`config.mk`:
```
export PLATFORM = sky130hd
export DESIGN_NAME = mfs_switch
export DESIGN_NICKNAME = d
export VERILOG_FILES = /design/src/design/mfs_pkg.sv /design/src/design/mfs_par_if.sv /design/src/design/mfs_time_src.sv /design/src/design/mfs_switch.sv
export VERILOG_INCLUDE_DIRS = /design/src /design/src/design
export SDC_FILE = /design/constraint.sdc
export NUM_CORES = 1
export LEC_CHECK = 0
export BUFFER_PORTS_ARGS = -buffer_cell sky130_fd_sc_hd__clkbuf_2
export CAP_MARGIN = 20
export CORE_MARGIN = 4
export CORE_UTILIZATION = 32
export DETAILED_ROUTE_END_ITERATION = 7
export PLACE_DENSITY_LB_ADDON = 0.25
export SKIP_CTS_REPAIR_TIMING = 1
export SKIP_LAST_GASP = 1
export SYNTH_ARGS = -nofsm -noshare
export SYNTH_HDL_FRONTEND = slang
export SYNTH_SLANG_ARGS = --single-unit
```
`constraint.sdc`:
```
create_clock -name clk -period 4.7 [get_ports clk]
set_clock_uncertainty 0.05 [all_clocks]
set_input_delay 0.94 -clock clk [delete_from_list [all_inputs] [get_ports clk]]
set_output_delay 0.94 -clock clk [all_outputs]
set_load 0.05 [all_outputs]
```
`src/design/mfs_params.svh`:
```
// constants of the multi-function light switch
`ifndef MFS_PARAMS_SVH
`define MFS_PARAMS_SVH
`define MFS_TIME_W   16
`define MFS_BLK_W    4
`define MFS_NUM_BLK  16
`define MFS_NUM_PAR  4
`define MFS_PAR_OFF  0
`define MFS_PAR_PERM 1
`define MFS_PAR_LEAD 2
`define MFS_PAR_LEN  3
`define MFS_CLK_NS   10
`define MFS_TICK_NS  10000000
`define MFS_TICK_CYCLES (`MFS_TICK_NS / `MFS_CLK_NS)
`endif

```
`src/design/mfs_pkg.sv`:
```
// types of the multi-function light switch
package mfs_pkg;
	typedef enum logic [2:0] {
		MFS_ST_RESTORE,
		MFS_ST_IDLE,
		MFS_ST_HELD,
		MFS_ST_DELAY,
		MFS_ST_PERM
	} mfs_state_t;
endpackage

```
`src/design/mfs_par_if.sv`:
```
// resolved time parameters passed from source selector to the switch core
`include "mfs_params.svh"
interface mfs_par_if #(
	parameter int TW = `MFS_TIME_W
);
	logic [TW-1:0] t [`MFS_NUM_PAR];
	modport src (output t);
	modport use_p (input t);
endinterface

```
`src/design/mfs_time_src.sv`:
```
// time parameter source selector: stored constant or live value of another block
`include "mfs_params.svh"
module mfs_time_src #(
	parameter int TW   = `MFS_TIME_W,
	parameter int BW   = `MFS_BLK_W,
	parameter int NBLK = `MFS_NUM_BLK
) (
	input  wire logic          clk,
	input  wire logic          rst,
	input  wire logic [TW-1:0] const_val [`MFS_NUM_PAR],
	input  wire logic          use_live  [`MFS_NUM_PAR],
	input  wire logic [BW-1:0] blk_sel   [`MFS_NUM_PAR],
	input  wire logic [TW-1:0] live_val  [NBLK],
	mfs_par_if.src             par
);
	// =====================================
	// per-parameter selection
	genvar i;
	generate
		for (i = 0; i < `MFS_NUM_PAR; i++) begin : g_par
			logic [TW-1:0] val_reg;
			logic [TW-1:0] val_next;
			always_comb begin
				val_next = const_val[i];
				if (use_live[i]) begin
					// out-of-range block number reads as zero
					if (32'(blk_sel[i]) < NBLK) begin
						val_next = live_val[blk_sel[i]];
					end else begin
						val_next = '0;
					end
				end
			end
			always_ff @(posedge clk or posedge rst) begin
				if (rst) begin
					val_reg <= '0;
				end else begin
					val_reg <= val_next;
				end
			end
			assign par.t[i] = val_reg;
		end
	endgenerate
endmodule

```
`src/design/mfs_switch.sv`:
```
// multi-function light switch core: off-delay, permanent light, pre-warning
`include "mfs_params.svh"

module mfs_switch #(
	parameter int TW          = `MFS_TIME_W,
	parameter int BW          = `MFS_BLK_W,
	parameter int NBLK        = `MFS_NUM_BLK,
	parameter int TICK_CYCLES = `MFS_TICK_CYCLES
) (
	input  wire logic          clk,
	input  wire logic          rst,
	input  wire logic          trg,
	input  wire logic          timer_reset,
	input  wire logic          retentive,
	input  wire logic          restore_q,
	input  wire logic          restore_perm,
	input  wire logic [TW-1:0] restore_elapsed,
	input  wire logic [TW-1:0] const_val [`MFS_NUM_PAR],
	input  wire logic          use_live  [`MFS_NUM_PAR],
	input  wire logic [BW-1:0] blk_sel   [`MFS_NUM_PAR],
	input  wire logic [TW-1:0] live_val  [NBLK],
	output logic               q,
	output logic [TW-1:0]      elapsed_time,
	output logic               perm_active,
	output logic               timing_active
);
	localparam int CW = (TICK_CYCLES > 1) ? $clog2(TICK_CYCLES) : 1;
	localparam logic [CW-1:0] TICK_LAST = CW'(TICK_CYCLES - 1);

	// =====================================
	// parameter sources
	mfs_par_if #(.TW(TW)) par ();

	mfs_time_src #(
		.TW   (TW),
		.BW   (BW),
		.NBLK (NBLK)
	) u_src (
		.clk       (clk),
		.rst       (rst),
		.const_val (const_val),
		.use_live  (use_live),
		.blk_sel   (blk_sel),
		.live_val  (live_val),
		.par       (par)
	);

	logic [TW-1:0] off_delay;
	logic [TW-1:0] perm_time;
	logic [TW-1:0] warn_lead;
	logic [TW-1:0] warn_len;

	// one timebase: all four counted in the same tick units
	assign off_delay = par.t[`MFS_PAR_OFF];
	assign perm_time = par.t[`MFS_PAR_PERM];
	assign warn_lead = par.t[`MFS_PAR_LEAD];
	assign warn_len  = par.t[`MFS_PAR_LEN];

	// =====================================
	// timebase tick
	logic [CW-1:0] tick_cnt_reg;
	logic [CW-1:0] tick_cnt_next;
	logic          tick;

	always_comb begin
		tick = (tick_cnt_reg == TICK_LAST);
		if (tick) begin
			tick_cnt_next = '0;
		end else begin
			tick_cnt_next = tick_cnt_reg + 1'b1;
		end
	end

	always_ff @(posedge clk or posedge rst) begin
		if (rst) begin
			tick_cnt_reg <= '0;
		end else begin
			tick_cnt_reg <= tick_cnt_next;
		end
	end

	// =====================================
	// pre-warning window
	logic [TW-1:0] elapsed_reg;
	logic [TW-1:0] elapsed_next;
	logic [TW-1:0] win_start;
	logic [TW:0]   win_end;
	logic          in_warn;

	always_comb begin
		// lead longer than the delay starts the warning at once
		if (warn_lead > off_delay) begin
			win_start = '0;
		end else begin
			win_start = off_delay - warn_lead;
		end
		win_end = {1'b0, win_start} + {1'b0, warn_len};
		in_warn = (warn_len != '0) &&
			(elapsed_reg >= win_start) &&
			({1'b0, elapsed_reg} < win_end);
	end

	// =====================================
	// switch state
	mfs_pkg::mfs_state_t state_reg;
	mfs_pkg::mfs_state_t state_next;
	logic [TW-1:0]       hold_reg;
	logic [TW-1:0]       hold_next;
	logic                trg_d_reg;
	logic                trg_d_next;
	logic                q_reg;
	logic                q_next;
	logic                rise;

	always_comb begin
		rise         = trg && !trg_d_reg;
		state_next   = state_reg;
		elapsed_next = elapsed_reg;
		hold_next    = hold_reg;
		trg_d_next   = trg;
		q_next       = q_reg;
		case (state_reg)
			mfs_pkg::MFS_ST_RESTORE: begin
				// current trigger level taken as old level, so no false edge
				hold_next = '0;
				if (retentive && restore_q && restore_perm) begin
					state_next   = mfs_pkg::MFS_ST_PERM;
					elapsed_next = restore_elapsed;
					q_next       = 1'b1;
				end else if (retentive && restore_q) begin
					state_next   = mfs_pkg::MFS_ST_DELAY;
					elapsed_next = restore_elapsed;
					q_next       = 1'b1;
				end else if (retentive) begin
					state_next   = mfs_pkg::MFS_ST_IDLE;
					elapsed_next = restore_elapsed;
					q_next       = 1'b0;
				end else begin
					state_next   = mfs_pkg::MFS_ST_IDLE;
					elapsed_next = '0;
					q_next       = 1'b0;
				end
			end
			mfs_pkg::MFS_ST_IDLE: begin
				if (rise) begin
					state_next   = mfs_pkg::MFS_ST_HELD;
					elapsed_next = '0;
					hold_next    = '0;
					q_next       = 1'b1;
				end
			end
			mfs_pkg::MFS_ST_HELD: begin
				q_next = 1'b1;
				if (!trg) begin
					state_next   = mfs_pkg::MFS_ST_DELAY;
					elapsed_next = '0;
				end else if (hold_reg >= perm_time) begin
					state_next = mfs_pkg::MFS_ST_PERM;
				end else if (tick) begin
					hold_next = hold_reg + 1'b1;
				end
			end
			mfs_pkg::MFS_ST_DELAY: begin
				if (rise) begin
					state_next   = mfs_pkg::MFS_ST_IDLE;
					elapsed_next = '0;
					q_next       = 1'b0;
				end else if (elapsed_reg >= off_delay) begin
					// restored or live values past the delay also expire
					state_next = mfs_pkg::MFS_ST_IDLE;
					q_next     = 1'b0;
				end else begin
					q_next = !in_warn;
					if (tick) begin
						elapsed_next = elapsed_reg + 1'b1;
					end
				end
			end
			mfs_pkg::MFS_ST_PERM: begin
				q_next = 1'b1;
				if (rise) begin
					state_next   = mfs_pkg::MFS_ST_IDLE;
					elapsed_next = '0;
					q_next       = 1'b0;
				end
			end
			default: begin
				state_next   = mfs_pkg::MFS_ST_IDLE;
				elapsed_next = '0;
				q_next       = 1'b0;
			end
		endcase
		// reset input overrides everything outside the restore state, trigger edges included
		if (timer_reset && state_reg != mfs_pkg::MFS_ST_RESTORE) begin
			state_next   = mfs_pkg::MFS_ST_IDLE;
			elapsed_next = '0;
			hold_next    = '0;
			q_next       = 1'b0;
		end
	end

	always_ff @(posedge clk or posedge rst) begin
		if (rst) begin
			state_reg   <= mfs_pkg::MFS_ST_RESTORE;
			elapsed_reg <= '0;
			hold_reg    <= '0;
			trg_d_reg   <= 1'b0;
			q_reg       <= 1'b0;
		end else begin
			state_reg   <= state_next;
			elapsed_reg <= elapsed_next;
			hold_reg    <= hold_next;
			trg_d_reg   <= trg_d_next;
			q_reg       <= q_next;
		end
	end

	// =====================================
	// outputs
	logic perm_reg;
	logic perm_next;
	logic timing_reg;
	logic timing_next;

	always_comb begin
		perm_next   = (state_next == mfs_pkg::MFS_ST_PERM);
		timing_next = (state_next == mfs_pkg::MFS_ST_DELAY);
	end

	always_ff @(posedge clk or posedge rst) begin
		if (rst) begin
			perm_reg   <= 1'b0;
			timing_reg <= 1'b0;
		end else begin
			perm_reg   <= perm_next;
			timing_reg <= timing_next;
		end
	end

	assign q             = q_reg;
	assign elapsed_time  = elapsed_reg;
	assign perm_active   = perm_reg;
	assign timing_active = timing_reg;
endmodule

```
Word-level counts from Yosys, hierarchy flattened
Index checks and enable logic that the tools add are counted.

Bits in registers: 123. Bits of input ports: 363. Output and inout bits: 19. Logic and storage cells: 111.

$add $sub $neg: 5. Magnitude comparators: 9. Equal/unequal tests: 15. Mux-type cells: 51. Bitwise gates (word level): 4. Reduce and logical (&&, ||, !) cells: 15.

Operators with widths (count): two-way mux 16 bit (26); binary-select mux 16 bit (select 4 bit) (4); one-hot mux 16 bit (4 select lines) (1); >= comparator 16 bit (3); one-hot mux 16 bit (3 select lines) (1); adder 16 x 1 -> 16 bit, second input constant (2); two-way mux 3 bit (8); adder 20 x 1 -> 20 bit, second input constant (1); equality test 20 bit, second input constant (1); >= comparator 5 bit, second input constant (4); two-way mux 20 bit (1); inverter 4 -> 5 bit (4); adder 16 x 16 -> 17 bit (1); less-than comparator 16 x 17 -> 1 bit (1); > comparator 16 bit (1); nonzero test 16 bit (1); subtractor 16 bit (1); != test 3 bit, second input constant (5); one-hot mux 3 bit (5 select lines) (1); equality test 3 x 2 -> 1 bit, second input constant (3); != test 4 bit, second input constant (2); two-way mux 1 bit (7); equality test 3 bit, second input constant (2); logical AND 1 bit (6); other kinds (11) (12).

Depth between registers and ports, before layout
Depth in word-level cells: 10. Depth in mapped cells: 27. Mapped depth without buffers: 27.

Cells and area by module
A second synthesis with hierarchy kept.

Cell total of the unflattened synthesis: 1481. Area total of the unflattened synthesis: 16787.4 µm².

By module, submodules not included: mfs_time_src (times used 1, cells each 693, area each 10378.7 µm², sequential area each 1601.5 µm²); mfs_switch (times used 1, cells each 788, area each 6408.6 µm², sequential area each 1476.4 µm²).

Least setup slack after synthesis
Ideal clock, no wire load.

Path kind: register to register. Start point: reg u_src.g_par[0].val_reg[0]. End point: reg q_reg (netlist: q). Setup time: 140 ps. Data arrival time: 4986 ps. Data required time: 4510 ps. Setup slack: -475 ps. Cell stages (with the launch flop): 28. Buffers on the path: 0. Clock period less this slack: 5175 ps. Cells stage by stage: dfrtp_1 > inv_1 > ha_1 > fa_1 > nor2b_1 > o21ai_0 > a21boi_0 > o41ai_1 > a21oi_1 > a31oi_1 > nor2_1 > ha_1 > fa_1 > a211oi_1 > nor2_1 > o21a_1 > o21a_1 > o21a_1 > a31oi_1 > xor2_1 > ha_1 > a21o_1 > a31oi_1 > o211ai_1 > nor3_1 > o21ai_0 > o2111ai_1 > a222oi_1.

Word-level cells in the longest chain between the ends: 10. Elaborated cells between the ends (all ways): 14. Those cells by class: add/sub (2); order compare (4); mux (5); reduce/logical (3).

Ends and longest elaborated chain: start: declaration (RTL line mfs_time_src.sv:21) `logic [TW-1:0] val_reg;`; start signal: assignment (RTL line mfs_time_src.sv:38) `val_reg <= val_next;`; subtractor 16 bit / > comparator 16 bit (equally long branches) (RTL line mfs_switch.sv:95, mfs_switch.sv:92); two-way mux 16 bit (RTL line mfs_switch.sv:92) `if (warn_lead > off_delay) begin`; adder 16 x 16 -> 17 bit / >= comparator 16 bit (equally long branches) (RTL line mfs_switch.sv:97, mfs_switch.sv:99); less-than comparator 16 x 17 -> 1 bit / logical AND 1 bit (equally long branches) (RTL line mfs_switch.sv:100, mfs_switch.sv:98); logical AND 1 bit (RTL line mfs_switch.sv:99) `(elapsed_reg >= win_start) &&`; zero test 1 bit (RTL line mfs_switch.sv:173) `q_next = !in_warn;`; two-way mux 1 bit * (RTL line mfs_switch.sv:168) `end else if (elapsed_reg >= off_delay) begin`; two-way mux 1 bit * (RTL line mfs_switch.sv:164) `if (rise) begin`; one-hot mux 1 bit (5 select lines) * (RTL line mfs_switch.sv:122) `case (state_reg)`; two-way mux 1 bit * (RTL line mfs_switch.sv:194) `if (timer_reset && state_reg != mfs_pkg::MFS_ST_RESTORE) begin`; end signal: assignment (RTL line mfs_switch.sv:214) `q_reg <= q_next;`; end: declaration (RTL line mfs_switch.sv:111) `logic q_reg;`.

Every way passes the cells marked *; elsewhere a longest branch is shown, timed or not. A chain may end at the register's enable or synchronous reset.

Worst setup path in the final report
Ends and elaborated chain as after synthesis.

==> flow_metrics.tcl <==
set metrics [dict create \
    status "complete, but fails checks" \
    failed_checks "negative setup slack" \
    htreeDepth 4 \
    drt-wirelength-per-cell_um 26.2 \
    power_frac_comb 0.529 \
    report.final.slew_viol_count 0 \
    slew_headroom 0.384 \
    setup_viol 1 \
    route.antenna.remaining_nets 0 \
    synth_area_per_cell_sq_um 12.2 \
    dieWidth_um 234 \
    core.rowCount 82 \
    utilization 0.400 \
    critical_path.max_fanout 3 \
    maxCapViolCount 0 \
    worst-setup-path-type "flip-flop to flip-flop" \
    period_share 1.04 \
    worst_hold_path_type "flip-flop to flip-flop" \
    dpl.hpwl_um 50800 \
    cellLeakagePower_uw 0.00850 \
    setup.worst_path.start_class "flip-flop" \
    yosysMostFrequentCell "sky130_fd_sc_hd__mux4_2" \
    vias 14500 \
    tritoncts_clock_tree "yes" \
    postSynth.asyncResetShare 1.00 \
    synthDominantCellAreaShare 0.440 \
    netSwitchingFraction 0.390 \
    dr.first_iter.drc_count 1271 \
    yosys-top-cells-area "sky130_fd_sc_hd__mux4_2 (44%), sky130_fd_sc_hd__dfrtp_1 (19%), sky130_fd_sc_hd__ha_1 (7.5%)" \
    netlist_area_before_placement_sq_um 16400 \
    largest_register_ffs 64 \
    grt_setup_unrepaired "true" \
    wirelength_um 63200 \
    vias_in_the_first_global_route 14900 \
    r2r_path_end "q$_DFFE_PP0P_" \
    initial_utilization 0.325 \
    number_of_flops_mapped_to_enable_cells_by_yosys 0 \
    clk_transition_reported_paths_ps 60 \
    dominantRegCellSynth "sky130_fd_sc_hd__dfrtp_1" \
    cp-endpoint "q$_DFFE_PP0P_" \
    finalSetupTns_ps -209 \
    final_layout_size_suffix_gt1_frac 0.524 \
    clock.fmax_mhz 204 \
    clock_latency_ps 420 \
    worstSetupEndpointType "flip-flop" \
    maximum_number_of_pins_on_one_net_before_global_route_repair 65 \
    die_y_um 234 \
    ioPinCount 382 \
    power_density_nw_per_um2 285 \
    clkSinkCount 123 \
    yosys_warnings 0 \
    critical_path_required_ps 4940 \
    hold_viol_final 0 \
    core_area_sq_um 50400 \
    placedInstanceArea_sq_um 19400 \
    viasPerCell 6.01 \
    postSynthRegisterBits 123 \
    p_switching_uw 2240 \
    syn_to_final_growth_pct 23.0 \
    worst_r2r_startpoint "u_src.g_par[0].val_reg[0]$_DFF_PP0_" \
    postSynthCellCount 1341 \
    yosysTopAreaCell "sky130_fd_sc_hd__mux4_2" \
    fin_area_sq_um 20100 \
    internal_power_contribution_uw 3500 \
    dpl_worst_slack_ps -552 \
    post_synth_num_cell_types 64 \
    seq_area_frac_synth 0.188 \
    final_weighted_congestion_in_routability_driven_placement 0.934 \
    holdWs_ps 417 \
    cts_inserted_buffers 17 \
    drtPass1Iterations 5 \
    groute.usage.overall 0.229 \
    timing_worst_slew_pin_value_ps 924 \
    io_buffer_count 381 \
    regToRegSetupSlack_ps -210 \
    portion_of_total_power_attributed_to_the_clock_network 0.245 \
    seqPwrFrac 0.226 \
    final.setup.worst_slack_ps -209 \
    cp-startpoint "u_src.g_par[0].val_reg[0]$_DFF_PP0_" \
    worst_r2r_path_depth 27 \
    grt_pass1_wl_um 93600 \
    final_nets 2179 \
    fp.dieArea_sq_um 54800 \
    synth_top_cells_by_count "sky130_fd_sc_hd__mux4_2 (320), sky130_fd_sc_hd__dfrtp_1 (123), sky130_fd_sc_hd__ha_1 (98)" \
    finalWorstPathRequiredPeriod_ps 4910 \
    power.ir.vdd_worst_mv 0.268 \
    ctsLongestPathBuffers 2 \
    postSynthNetCount 1804 \
    grt_antenna_before_repair 16 \
    root_buffer "sky130_fd_sc_hd__clkbuf_16" \
    grt-ovfl-total 0 \
    worst-endpoint-arrival_ps 5150 \
    post-route-drc-count 0 \
]
-- routing by layer --
layer / wire length [um] / share of wire / global-route usage
met4: 1470 / 0.023 / 0.0655
met3: 5320 / 0.084 / 0.0531
met2: 31700 / 0.50 / 0.389
met5: 58 / 0.00092 / 0
met1: 24700 / 0.39 / 0.293
-- cell families (layout without fill, tap and decap cells) --
| group | Yosys count | count (layout) | synth area share |
|---|---|---|---|
| buffers and inverters | 164 | 551 | 0.0376 |
| other | 0 | 13 | 0 |
| multiplexers | 391 | 391 | 0.489 |
| adder cells (fa/ha/maj) | 100 | 100 | 0.0773 |
| AO/OA/AOI/OAI | 218 | 218 | 0.0892 |
| AND/OR/NAND/NOR | 300 | 300 | 0.0947 |
| flip-flops | 123 | 123 | 0.188 |
| XOR/XNOR | 45 | 45 | 0.0241 |
-- power groups by stage --
stage	clock network (uW)	registers, uW	logic, uW
after floorplan	0	1350	1890
after global placement	0	1320	2950
after detailed placement	0	1320	2990
after CTS	1440	1300	3010
after global routing	1480	1320	3330
final	1410	1300	3040
-- critical path, stage by stage, from the launching register on --
cell,delay (ps)
sky130_fd_sc_hd__dfrtp_1,380
sky130_fd_sc_hd__inv_1,60
sky130_fd_sc_hd__ha_1,170
sky130_fd_sc_hd__fa_2,220
sky130_fd_sc_hd__nor2b_2,50
sky130_fd_sc_hd__o21ai_2,180
sky130_fd_sc_hd__a21boi_2,110
sky130_fd_sc_hd__o41ai_4,250
sky130_fd_sc_hd__a21oi_2,120
sky130_fd_sc_hd__a31oi_2,160
sky130_fd_sc_hd__nor2_1,80
sky130_fd_sc_hd__ha_1,210
sky130_fd_sc_hd__fa_2,360
sky130_fd_sc_hd__a211oi_2,200
sky130_fd_sc_hd__nor2_1,100
sky130_fd_sc_hd__o21a_1,190
sky130_fd_sc_hd__o21a_1,170
sky130_fd_sc_hd__o21a_1,190
sky130_fd_sc_hd__a31oi_2,140
sky130_fd_sc_hd__xor2_1,180
sky130_fd_sc_hd__ha_1,270
sky130_fd_sc_hd__a21o_1,190
sky130_fd_sc_hd__a31oi_2,150
sky130_fd_sc_hd__o211ai_1,120
sky130_fd_sc_hd__nor3_2,160
sky130_fd_sc_hd__o21ai_1,90
sky130_fd_sc_hd__o2111ai_1,100
sky130_fd_sc_hd__a222oi_1,90
-- stage by stage --
| stage | total power (uW) | cells |
|---|---|---|
| 2_1_floorplan | 3230 | 1341 |
| 3_3_place_gp | 4270 | 2369 |
| 3_5_place_dp | 4310 | 2369 |
| 4_1_cts | 5750 | 2400 |
| 5_1_grt | 6130 | 2407 |
| 6_report | 5750 | 2413 |
-- how the worst min path moves through the flow --
stage                                     from                          to  slack (ps)  cells past startpoint
CTS                  tick_cnt_reg[4]$_DFF_PP0_   tick_cnt_reg[4]$_DFF_PP0_         420                      1
finish               tick_cnt_reg[4]$_DFF_PP0_   tick_cnt_reg[4]$_DFF_PP0_         420                      1
global placement     tick_cnt_reg[4]$_DFF_PP0_   tick_cnt_reg[4]$_DFF_PP0_         400                      1
global route        tick_cnt_reg[15]$_DFF_PP0_  tick_cnt_reg[15]$_DFF_PP0_         460                      1
floorplan            tick_cnt_reg[4]$_DFF_PP0_   tick_cnt_reg[4]$_DFF_PP0_         390                      1
detailed placement   tick_cnt_reg[4]$_DFF_PP0_   tick_cnt_reg[4]$_DFF_PP0_         410                      1
-- final cells by class --
| class | count | area, sq um |
|---|---|---|
| sequential | 123 | 3080 |
| multi-input combinational | 1054 | 12800 |
| timing repair buffer | 452 | 2540 |
| fill | 4794 | 30200 |
| inverter | 68 | 258 |
| clock inverter | 13 | 193 |
| tap | 672 | 841 |
| clock buffer | 18 | 429 |
| antenna | 13 | 32.5 |
-- cell usage in the layout (no fill, tap or decap), types with 8 or more instances in the layout --
cell | Yosys | layout
sky130_fd_sc_hd__nand3_1 | 35 | 35
sky130_fd_sc_hd__clkbuf_16 | 0 | 17
sky130_fd_sc_hd__mux4_2 | 320 | 320
sky130_fd_sc_hd__ha_1 | 98 | 98
sky130_fd_sc_hd__mux2_2 | 71 | 71
sky130_fd_sc_hd__a21oi_1 | 57 | 56
sky130_fd_sc_hd__nor2_1 | 64 | 64
sky130_fd_sc_hd__inv_1 | 68 | 67
sky130_fd_sc_hd__nand4_1 | 12 | 12
sky130_fd_sc_hd__a211oi_1 | 13 | 11
sky130_fd_sc_hd__clkbuf_2 | 0 | 375
sky130_fd_sc_hd__and3_1 | 26 | 26
sky130_fd_sc_hd__xor2_1 | 23 | 23
sky130_fd_sc_hd__o21a_1 | 16 | 16
sky130_fd_sc_hd__nand2_1 | 70 | 70
sky130_fd_sc_hd__nor3_1 | 14 | 13
sky130_fd_sc_hd__o211ai_1 | 10 | 10
sky130_fd_sc_hd__xnor2_1 | 22 | 22
sky130_fd_sc_hd__nor4_1 | 8 | 8
sky130_fd_sc_hd__dfrtp_1 | 123 | 123
sky130_fd_sc_hd__a21o_1 | 11 | 11
sky130_fd_sc_hd__o31ai_1 | 8 | 8
sky130_fd_sc_hd__buf_4 | 0 | 68
sky130_fd_sc_hd__nand2b_1 | 13 | 13
sky130_fd_sc_hd__or4_1 | 15 | 15
sky130_fd_sc_hd__o21ai_0 | 43 | 40
sky130_fd_sc_hd__diode_2 | 0 | 13
sky130_fd_sc_hd__and2_1 | 11 | 11
(Power assumes the default switching activity.)
